[src/verilog/isf_pkg.sv]
package isf_pkg;

  // Register port geometry
  localparam int ADDR_W = 8;
  localparam int DATA_W = 16;
  localparam int BYTE_W = 8;

  // Register offsets (byte addresses)
  localparam logic [ADDR_W-1:0] STATUS_OFS   = 8'h00;
  localparam logic [ADDR_W-1:0] TX_HOLD_OFS  = 8'h04;
  localparam logic [ADDR_W-1:0] RX_HOLD_OFS  = 8'h08;
  localparam logic [ADDR_W-1:0] IRQ_STAT_OFS = 8'h0c;
  localparam logic [ADDR_W-1:0] IRQ_MASK_OFS = 8'h10;

  // Status word field positions
  localparam int BIT_ACK  = 15;
  localparam int BIT_TRS  = 14;
  localparam int BIT_BCL  = 10;
  localparam int BIT_GC   = 9;
  localparam int BIT_A10  = 8;
  localparam int BIT_WCOL = 7;
  localparam int BIT_OV   = 6;
  localparam int BIT_DA   = 5;
  localparam int RSV_HI   = 13;
  localparam int RSV_LO   = 11;

  // Reset values
  localparam logic [DATA_W-1:0] STATUS_RESET = 16'h0000;
  localparam logic [BYTE_W-1:0] BYTE_RESET   = 8'h00;

  // Interrupt status and mask layout
  localparam int IRQ_W    = 5;
  localparam int IRQ_ACK  = 0;
  localparam int IRQ_BCL  = 1;
  localparam int IRQ_WCOL = 2;
  localparam int IRQ_OV   = 3;
  localparam int IRQ_GC   = 4;
  localparam logic [IRQ_W-1:0] IRQ_RESET = 5'h00;

  // Link bit counting: eight data bits then the acknowledge bit
  localparam logic [3:0] BIT_CNT_RESET = 4'h0;
  localparam logic [3:0] BIT_CNT_STEP  = 4'h1;
  localparam logic [3:0] ACK_BIT_NUM   = 4'h9;

  // Events from shifter, address matcher and master engine
  typedef struct packed {
    logic              txStart;         // Master byte transmission begins
    logic              busCollision;    // Collision seen while mastering
    logic              gcMatch;         // Address equals general call
    logic              tenBitMatch;     // Second byte of ten-bit address matched
    logic              slaveAddrMatch;  // Own address matched as slave
    logic              slaveDataRx;     // Data byte received as slave
    logic              rxByteValid;     // Shift register ready to move
    logic [BYTE_W-1:0] rxByte;          // Byte in the shift register
    logic              busy;            // Module busy besides master transmit
  } isf_events_t;

endpackage : isf_pkg

[src/verilog/isf_status_flags.sv]
// Behaviour
// - Acknowledge flag updated at acknowledge slot end
// - Transmit flag set at start, cleared after acknowledge
// - Status bits thirteen to eleven read zero
// - Master collision sets sticky collision flag
// - General call flag set on match, stop clears
// - Ten-bit flag set on match, stop clears
// - Busy transmit write discarded, collision flag set
// - New byte while the receive byte is unread is dropped, sets overflow flag
// - Address match clears, data byte sets flag
//
// Design decisions made here: the address map and the address-and-strobe port.
module isf_status_flags
  import isf_pkg::*;
(
  // Clock and reset
  input  wire logic              clk,
  input  wire logic              srst,
  // Register port
  input  wire logic [ADDR_W-1:0] regAddr,
  input  wire logic [DATA_W-1:0] regWdata,
  input  wire logic              regWr,
  input  wire logic              regRd,
  output logic      [DATA_W-1:0] regRdata,
  // Bus lines, asynchronous to clk
  input  wire logic              scl,
  input  wire logic              sda,
  // Events from the rest of the controller
  input  wire isf_events_t       evt,
  // Transmit byte towards the shifter
  output logic      [BYTE_W-1:0] txData,
  output logic                   txLoad,
  // Interrupt
  output logic                   irq
);

  // Synchronisers; the first stage feeds nothing but the second
  logic sclMeta_reg;        // First stage, clock line
  logic sclSync_reg;        // Second stage, clock line
  logic sclPrev_reg;        // Delayed copy for edge finding
  logic sdaMeta_reg;        // First stage, data line
  logic sdaSync_reg;        // Second stage, data line
  logic sdaPrev_reg;        // Delayed copy for edge finding

  // Flags
  logic ackResultFlag_reg;      // One after NACK
  logic masterTxInProgress_reg; // Eight bits plus acknowledge
  logic busCollisionFlag_reg;   // Sticky, software cleared
  logic generalCallFlag_reg;    // Cleared by stop
  logic tenBitAddrMatched_reg;  // Cleared by stop
  logic writeCollisionFlag_reg; // Sticky, software cleared
  logic receiveOverflowFlag_reg;// Sticky, software cleared
  logic dataNotAddr_reg;        // Last slave byte was data

  // Master transmit tracking
  logic [3:0]        bitCnt_reg;    // Clock rises seen in this byte
  logic              ackSample_reg; // Data line at the ninth rise

  // Holding registers
  logic [BYTE_W-1:0] txData_reg;    // Transmit holding register
  logic              txLoad_reg;    // One-cycle load pulse
  logic [BYTE_W-1:0] rxData_reg;    // Receive holding register
  logic              rxFull_reg;    // Holding register not yet read

  // Interrupt and read path
  logic [IRQ_W-1:0]  irqStat_reg;   // Sticky event bits
  logic [IRQ_W-1:0]  irqMask_reg;   // One enables a bit
  logic [DATA_W-1:0] regRdata_reg;  // Read data, one cycle after strobe

  // Decoded strobes and events
  logic sclRise;        // Rising edge of clock line
  logic sclFall;        // Falling edge of clock line
  logic stopDet;        // Data rises while clock high
  logic ackSlotEnd;     // Clock falls after the ninth bit
  logic statusWr;       // Write to the status word
  logic txWr;           // Write to the transmit holding register
  logic rxRd;           // Read of the receive holding register
  logic txBusy;         // Module busy for transmit writes
  logic wcolEvent;      // Transmit write refused
  logic ovEvent;        // Receive byte lost
  logic [IRQ_W-1:0]  irqEvents;  // Events into the sticky bits
  logic [DATA_W-1:0] statusWord; // Assembled status word

  // Two-flop synchronisers for both bus lines
  always_ff @(posedge clk) begin
    if (srst) begin
      sclMeta_reg <= 1'b1;
      sclSync_reg <= 1'b1;
      sclPrev_reg <= 1'b1;
      sdaMeta_reg <= 1'b1;
      sdaSync_reg <= 1'b1;
      sdaPrev_reg <= 1'b1;
    end else begin
      sclMeta_reg <= scl;
      sclSync_reg <= sclMeta_reg;
      sclPrev_reg <= sclSync_reg;
      sdaMeta_reg <= sda;
      sdaSync_reg <= sdaMeta_reg;
      sdaPrev_reg <= sdaSync_reg;
    end
  end

  // Edge and condition decode from synchronised lines only
  assign sclRise    = sclSync_reg & ~sclPrev_reg;
  assign sclFall    = ~sclSync_reg & sclPrev_reg;
  assign stopDet    = sclSync_reg & sclPrev_reg & sdaSync_reg & ~sdaPrev_reg;
  assign ackSlotEnd = masterTxInProgress_reg & sclFall & (bitCnt_reg == ACK_BIT_NUM);

  // Register port decode
  assign statusWr  = regWr & (regAddr == STATUS_OFS);
  assign txWr      = regWr & (regAddr == TX_HOLD_OFS);
  assign rxRd      = regRd & (regAddr == RX_HOLD_OFS);
  assign txBusy    = evt.busy | masterTxInProgress_reg;
  assign wcolEvent = txWr & txBusy;
  assign ovEvent   = evt.rxByteValid & rxFull_reg;

  // Bit counter over one master byte; restarts on each new byte
  always_ff @(posedge clk) begin
    if (srst) begin
      bitCnt_reg    <= BIT_CNT_RESET;
      ackSample_reg <= 1'b0;
    end else if (evt.txStart) begin
      bitCnt_reg <= BIT_CNT_RESET;
    end else if (masterTxInProgress_reg && sclRise) begin
      bitCnt_reg <= bitCnt_reg + BIT_CNT_STEP;
      // Line high at the ninth rise means NACK
      if (bitCnt_reg == ACK_BIT_NUM - BIT_CNT_STEP) begin
        ackSample_reg <= sdaSync_reg;
      end
    end
  end

  // Acknowledge result, taken when the acknowledge slot closes
  always_ff @(posedge clk) begin
    if (srst) begin
      ackResultFlag_reg <= 1'b0;
    end else if (ackSlotEnd) begin
      ackResultFlag_reg <= ackSample_reg;
    end
  end

  // Transmit in progress; a collision also ends the byte
  always_ff @(posedge clk) begin
    if (srst) begin
      masterTxInProgress_reg <= 1'b0;
    end else if (evt.txStart) begin
      masterTxInProgress_reg <= 1'b1;
    end else if (ackSlotEnd || evt.busCollision) begin
      masterTxInProgress_reg <= 1'b0;
    end
  end

  // Bus collision, sticky; hardware set beats a software clear
  always_ff @(posedge clk) begin
    if (srst) begin
      busCollisionFlag_reg <= 1'b0;
    end else if (evt.busCollision) begin
      busCollisionFlag_reg <= 1'b1;
    end else if (statusWr && !regWdata[BIT_BCL]) begin
      busCollisionFlag_reg <= 1'b0;
    end
  end

  // General call and ten-bit match, both ended by a stop
  always_ff @(posedge clk) begin
    if (srst) begin
      generalCallFlag_reg   <= 1'b0;
      tenBitAddrMatched_reg <= 1'b0;
    end else begin
      if (evt.gcMatch) begin
        generalCallFlag_reg <= 1'b1;
      end else if (stopDet) begin
        generalCallFlag_reg <= 1'b0;
      end
      if (evt.tenBitMatch) begin
        tenBitAddrMatched_reg <= 1'b1;
      end else if (stopDet) begin
        tenBitAddrMatched_reg <= 1'b0;
      end
    end
  end

  // Transmit holding register; writes while busy are dropped
  always_ff @(posedge clk) begin
    if (srst) begin
      txData_reg <= BYTE_RESET;
      txLoad_reg <= 1'b0;
    end else begin
      txLoad_reg <= txWr & ~txBusy;
      if (txWr && !txBusy) begin
        txData_reg <= regWdata[BYTE_W-1:0];
      end
    end
  end

  // Write collision flag
  always_ff @(posedge clk) begin
    if (srst) begin
      writeCollisionFlag_reg <= 1'b0;
    end else if (wcolEvent) begin
      writeCollisionFlag_reg <= 1'b1;
    end else if (statusWr && !regWdata[BIT_WCOL]) begin
      writeCollisionFlag_reg <= 1'b0;
    end
  end

  // Receive holding register; a new byte never overwrites unread data
  always_ff @(posedge clk) begin
    if (srst) begin
      rxData_reg <= BYTE_RESET;
      rxFull_reg <= 1'b0;
    end else if (evt.rxByteValid && !rxFull_reg) begin
      rxData_reg <= evt.rxByte;
      rxFull_reg <= 1'b1;
    end else if (rxRd) begin
      rxFull_reg <= 1'b0;
    end
  end

  // Receive overflow flag
  always_ff @(posedge clk) begin
    if (srst) begin
      receiveOverflowFlag_reg <= 1'b0;
    end else if (ovEvent) begin
      receiveOverflowFlag_reg <= 1'b1;
    end else if (statusWr && !regWdata[BIT_OV]) begin
      receiveOverflowFlag_reg <= 1'b0;
    end
  end

  // Data or address; a data byte wins if both arrive together
  always_ff @(posedge clk) begin
    if (srst) begin
      dataNotAddr_reg <= 1'b0;
    end else if (evt.slaveDataRx) begin
      dataNotAddr_reg <= 1'b1;
    end else if (evt.slaveAddrMatch) begin
      dataNotAddr_reg <= 1'b0;
    end
  end

  // Status word; unlisted bits stay zero, including 13..11
  always_comb begin
    statusWord           = STATUS_RESET;
    statusWord[BIT_ACK]  = ackResultFlag_reg;
    statusWord[BIT_TRS]  = masterTxInProgress_reg;
    statusWord[BIT_BCL]  = busCollisionFlag_reg;
    statusWord[BIT_GC]   = generalCallFlag_reg;
    statusWord[BIT_A10]  = tenBitAddrMatched_reg;
    statusWord[BIT_WCOL] = writeCollisionFlag_reg;
    statusWord[BIT_OV]   = receiveOverflowFlag_reg;
    statusWord[BIT_DA]   = dataNotAddr_reg;
  end

  // Interrupt events
  always_comb begin
    irqEvents           = IRQ_RESET;
    irqEvents[IRQ_ACK]  = ackSlotEnd;
    irqEvents[IRQ_BCL]  = evt.busCollision;
    irqEvents[IRQ_WCOL] = wcolEvent;
    irqEvents[IRQ_OV]   = ovEvent;
    irqEvents[IRQ_GC]   = evt.gcMatch;
  end

  // Sticky interrupt bits, write one to clear, set wins
  always_ff @(posedge clk) begin
    if (srst) begin
      irqStat_reg <= IRQ_RESET;
    end else if (regWr && regAddr == IRQ_STAT_OFS) begin
      irqStat_reg <= (irqStat_reg & ~regWdata[IRQ_W-1:0]) | irqEvents;
    end else begin
      irqStat_reg <= irqStat_reg | irqEvents;
    end
  end

  // Interrupt mask
  always_ff @(posedge clk) begin
    if (srst) begin
      irqMask_reg <= IRQ_RESET;
    end else if (regWr && regAddr == IRQ_MASK_OFS) begin
      irqMask_reg <= regWdata[IRQ_W-1:0];
    end
  end

  // Read data for the cycle after the strobe; unmapped reads zero
  always_ff @(posedge clk) begin
    if (srst) begin
      regRdata_reg <= STATUS_RESET;
    end else if (regRd) begin
      case (regAddr)
        STATUS_OFS:   regRdata_reg <= statusWord;
        TX_HOLD_OFS:  regRdata_reg <= {{(DATA_W-BYTE_W){1'b0}}, txData_reg};
        RX_HOLD_OFS:  regRdata_reg <= {{(DATA_W-BYTE_W){1'b0}}, rxData_reg};
        IRQ_STAT_OFS: regRdata_reg <= {{(DATA_W-IRQ_W){1'b0}}, irqStat_reg};
        IRQ_MASK_OFS: regRdata_reg <= {{(DATA_W-IRQ_W){1'b0}}, irqMask_reg};
        default:      regRdata_reg <= STATUS_RESET;
      endcase
    end else begin
      regRdata_reg <= STATUS_RESET;
    end
  end

  // Outputs
  assign regRdata = regRdata_reg;
  assign txData   = txData_reg;
  assign txLoad   = txLoad_reg;
  assign irq      = |(irqStat_reg & irqMask_reg);
endmodule : isf_status_flags
[config.mk]
export PLATFORM = sky130hd
export DESIGN_NAME = isf_status_flags
export DESIGN_NICKNAME = d
export VERILOG_FILES = /design/src/verilog/isf_pkg.sv /design/src/verilog/isf_status_flags.sv
export SDC_FILE = /design/constraint.sdc
export NUM_CORES = 1
export LEC_CHECK = 0
export BUFFER_PORTS_ARGS = -buffer_cell sky130_fd_sc_hd__buf_2
export CORE_MARGIN = 4
export CORE_UTILIZATION = 38
export DETAILED_ROUTE_END_ITERATION = 8
export GPL_TIMING_DRIVEN = 0
export HOLD_SLACK_MARGIN = 0.12
export PLACE_DENSITY = 0.71
export RECOVER_POWER = 50
export SLEW_MARGIN = 20
export SYNTH_ARGS = -nofsm -noshare
export SYNTH_HDL_FRONTEND = slang
export SYNTH_SLANG_ARGS = --single-unit
[constraint.sdc]
create_clock -name clk -period 2.4 [get_ports clk]
set_clock_uncertainty 0.1 [all_clocks]
set_input_delay 0.12 -clock clk [delete_from_list [all_inputs] [get_ports clk]]
set_output_delay 0.12 -clock clk [all_outputs]
set_load 0.03 [all_outputs]
==> After elaboration in Yosys (flattened, before gate mapping) <==
Index checks and enable logic that the tools add are counted.
W data, S select, Z words.
{ "word_totals": {"memories": 0, "mem_bits_ro": 0, "register_bits": 63, "mem_bits_rw": 0, "latch_bits": 0, "elab_cells": 99} }
{ "op_classes": {"add_sub_neg": 1, "eq_ne": 6, "bitwise": 25, "reduce_logical": 27, "n_mux": 17, "multipliers": 0, "order_cmp": 0, "n_shift": 0, "div": 0} }
{ "ops": {"columns": ["op", "count"], "rows": [
  ["$pmux W16 S5", 1],
  ["$eq A8 B4 Y1 const B", 2],
  ["$reduce_bool A2 Y1", 8],
  ["$mux W1", 15],
  ["$and A1 B1 Y1", 13],
  ["$and A5 B5 Y5", 2],
  ["$or A5 B5 Y5", 2],
  ["$eq A4 B4 Y1 const B", 2],
  ["$eq A8 B3 Y1 const B", 1],
  ["$eq A8 B5 Y1 const B", 1],
  ["$logic_and A1 B1 Y1", 8],
  ["$logic_not A8 Y1", 1],
  ["$not A1 Y1", 6],
  ["$logic_not A1 Y1", 5],
  ["$mux W5", 1],
  ["$not A5 Y5", 1],
  ["$reduce_or A5 Y1", 1],
  ["$add A4 B1 Y4 const B", 1],
  ["$reduce_or A2 Y1", 2],
  ["$reduce_and A3 Y1", 1],
  ["$logic_or A1 B1 Y1", 1],
  ["$or A1 B1 Y1", 1]
]} }

==> Longest topological paths before layout <==
{ "depth": {"word_depth": 7, "depth_mapped": 5, "depth_no_buf": 5} }

==> Worst setup path after synthesis <==
Ideal clock, no wire load.
{ "synth_timing": {"path_type": "input port to flip-flop", "startpoint": "in regAddr[7]", "endpoint": "reg irqMask_reg[0]", "path_buffers": 2, "arrival_time_ns": 1.508, "cell_stages": 5, "path_slack_ns": 0.673, "setup_time_ns": 0.119, "cell_sequence": "or4_1 > clkbuf_2 > or4_1 > buf_2 > mux2i_1"} }
{ "synth_between": {"elab_chain_len": 2} }
{ "synth_lines": {"columns": ["item", "line_no", "rtl"], "rows": [
  ["start: declaration", "isf_status_flags.sv:20", "input wire logic [ADDR_W-1:0] regAddr,"],
  ["$eq A8 B5 Y1", "isf_status_flags.sv:280", "end else if (regWr && regAddr == IRQ_MASK_OFS) begin"],
  ["$logic_and A1 B1 Y1", "isf_status_flags.sv:280", null],
  ["end signal: assignment", "isf_status_flags.sv:281", "irqMask_reg <= regWdata[IRQ_W-1:0];"],
  ["end: declaration", "isf_status_flags.sv:67", "logic [IRQ_W-1:0] irqMask_reg;"]
]} }
No other way between the ends.
A chain may end at the register's enable or synchronous reset.

==> Worst setup path in the final report <==
{ "layout_timing": {"startpoint": "in regWr", "endpoint": "reg irqStat_reg[4]"} }
{ "layout_between": {"elab_chain_len": 2} }
{ "layout_lines": {"columns": ["item", "line_no", "rtl"], "rows": [
  ["start: declaration", "isf_status_flags.sv:22", "input wire logic regWr,"],
  ["$logic_and A1 B1 Y1", "isf_status_flags.sv:269", "end else if (regWr && regAddr == IRQ_STAT_OFS) begin"],
  ["$mux W5", "isf_status_flags.sv:269", null],
  ["end signal: assignment", "isf_status_flags.sv:270", "irqStat_reg <= (irqStat_reg & ~regWdata[IRQ_W-1:0]) | irqEvents;"],
  ["end signal: assignment", "isf_status_flags.sv:272", "irqStat_reg <= irqStat_reg | irqEvents;"],
  ["end: declaration", "isf_status_flags.sv:66", "logic [IRQ_W-1:0] irqStat_reg;"]
]} }
No other way between the ends.

==> out/results.ini <==
[yosys]
yosysSeqAreaShare=0.452
ys_ff_latch=60
avgSynthCellArea_sq_um=9.24
yosysTopAreaCellShare=0.452
synth_area_sq_um=2660
yosysTopAreaCell=dfxtp_1
async_flop_share=0
syn_inst=288
synth.distinct_cells=43
synth_ff_type=dfxtp_1
yosys_warnings=0
ys_top_cells_by_area=dfxtp_1, mux2i_1, nand2b_1
synth-edff-count=0

[placement]
gp_congestion=0.867
place_area_sq_um=3090
hpwl_microns=5130
place_ws_ns=0.297
io_buffer_count=60

[run]
maxCapViolations=0

[setup_path]
startpoint_type=input port
critical_path_class=in -> reg
slowest_stage=dlygate4sd3_1
r2r_slack_ns=0.44
crit_top_cell=dlygate4sd3_1
critPathMaxStageDelay_ns=0.58
r2r_end=masterTxInProgress_reg$_SDFFE_PP0P_
cp_cell_sequence=dlygate4sd3_1, buf_2, nand3b_1, nor4b_2, a311oi_1, dlygate4sd3_1
crit_path_max_fanout=5
critPathBufInv=3
worst_setup_path_end_kind=flip-flop
r2r_cells=5
cp_top_family=buffers and inverters
startpoint=regWr
rr_startpoint=masterTxInProgress_reg$_SDFFE_PP0P_
crit_arrival_ns=2.23
worst-endpoint-required_ns=2.53

[final_layout]
area_delta_synth_final_pct=35.3
final_nets=441
drive_above_1_share=0.179
multi_input_area_sq_um=1360
largest_reg_flops=13
n_antenna_cell=0
num-fill-cells=635
seq_area_sq_um=1200
post-route-cell-area_sq_um=3600

[pwr]
switching_power_mw=0.525
clockPowerShare=0.454
p_int_mw=1.76
seq_power_share=0.453
switching_share=0.230
power_density_nw_per_um2=635
p_comb_frac=0.094
ir_drop_uv=288
p_leak_nw=1.40
p_total_mw=2.28

[hold_path]
min_to=irqMask_reg[4]$_SDFFE_PP0P_
min_path_type=in -> reg
hold_path.startpoint=regAddr[2]
min_path_cells=4

[global_routing]
grt_pass1_wl_microns=12200
grt_max_degree=11
grt_overflow=0
grt_usage=0.186
grt_pass1_vias=2439
grt_antenna_before_repair=0

[cts]
cts_tree=done
cts_setup_buffers=0
cts_sinks=60
htree_levels=3
clk_pin_slew_ns=0.07
cts_made_buffers=9
cts-root-buf=clkbuf_8
clk_path_buf_depth=2
clk-insertion-delay-late_ns=0.34

[timing]
setup_tns_ns=0
worst_slew_pin_slew_ns=0.920
fmax_ghz=0.477
period_share=0.873
final.setup.worst_slack_ns=0.305
slew_viol_final=0
min_period_ns=2.09
setup_viol=0
rsz0062_at_grt=no
hold_viol=0
whs_ns=0.147
slew_headroom=0.378

[route]
wire_per_inst_microns=14.9
wl_met2_microns=3570
wirelength_microns=7320
drt_iter0_markers=151
top_layer=met4
met3_length_microns=449
drc=0
antenna_left=0
vias_per_cell=4.96
first_pass_iters=4
dr_total_vias=2440
wl_met1_microns=3150

[floorplanning]
die_h_microns=91.7
core-area_sq_um=6790
initial_utilization=0.392
dieArea_sq_um=8400
row_count=30
ios=72
die-width_microns=91.7

[run_status]
outcome=finished clean

stage by stage:
stage,cells,utilization
after global placement,446,0.455
after global routing,492,0.530
after floorplan,290,-
after detailed placement,446,0.455
final,492,0.530
after CTS,492,0.533
cell usage in the layout (no fill, tap or decap), types with 11 or more instances in the layout:
cell           count
a21oi_1           21
buf_2             39
clkbuf_1          37
clkbuf_8          11
dfxtp_1           60
dlygate4sd3_1     31
mux2i_1           22
nand2_1           21
nand2b_1          29
nand3b_1          12
nor2_1            12
power groups by stage:
stage	clock (mW)	combinational, mW	sequential [mW]
2_1_floorplan	0	0.102	1.05
3_3_place_gp	0	0.166	1.06
3_5_place_dp	0	0.169	1.06
4_1_cts	1.04	0.210	1.03
5_1_grt	1.09	0.237	1.04
6_report	1.04	0.214	1.03
worst register-to-register path, delay by kind of cell, from the launching register on:
family,cells,cell delay (ns)
buffers and inverters,2,0.92
AOI/OAI and AO/OA,2,0.33
DFF,1,0.31
and+or+nand+nor,1,0.18
cells in the mapped netlist, drive strengths merged (6+ instances only):
| library cell | count |
|---|---|
| nand2b | 29 |
| nor4 | 7 |
| mux2i | 22 |
| or2 | 10 |
| clkbuf | 14 |
| nand2 | 21 |
| a21oi | 21 |
| a311oi | 6 |
| nand3b | 12 |
| buf | 7 |
| inv | 6 |
| nor2 | 12 |
| dfxtp | 60 |
layout make-up:
type / instances / share of cell area
Timing Repair Buffer: 91 / 0.162
Inverter: 6 / 0.00626
Tap cell: 96 / 0.0334
Clock buffer: 11 / 0.0421
Sequential cell: 60 / 0.334
Clock inverter: 4 / 0.0202
Multi-Input combinational cell: 203 / 0.377
Buffer: 21 / 0.0261
metal layers:
metal,vias up,track usage
met5,-,0
met4,0,0.0779
met3,16,0.0427
met2,76,0.303
met1,1141,0.235
li1,1207,-
kinds of logic after synthesis:
logic type      count (synthesis)  synth area share
other cells                     1           0.00141
mux                            22            0.0828
flops                          60             0.452
simple gates                  124             0.280
fa+ha+maj                       3            0.0141
xor+xnor                        2           0.00659
buf+inv                        27            0.0437
compound gates                 49             0.120
worst max path at each step:
stage | slack [ns] | cells past startpoint | to
floorplan | 0.67 | 5 | irqMask_reg[0]$_SDFFE_PP0P_
global placement | 0.29 | 5 | regRdata[1]$_SDFF_PP0_
detailed placement | 0.30 | 5 | regRdata[1]$_SDFF_PP0_
CTS | 0.08 | 6 | irqStat_reg[3]$_SDFF_PP0_
global route | 0.17 | 7 | busCollisionFlag_reg$_SDFFE_PP0P_
finish | 0.31 | 6 | irqStat_reg[4]$_SDFF_PP0_
timing repair:
action / in CTS / in global routing
hold endpoints to repair: 41 / 0
gates resized for setup: 0 / 1
endpoints found under the setup margin: 0 / 3
hold buffers: 31 / 0
No activity file was read; power rests on OpenSTA's default activity.
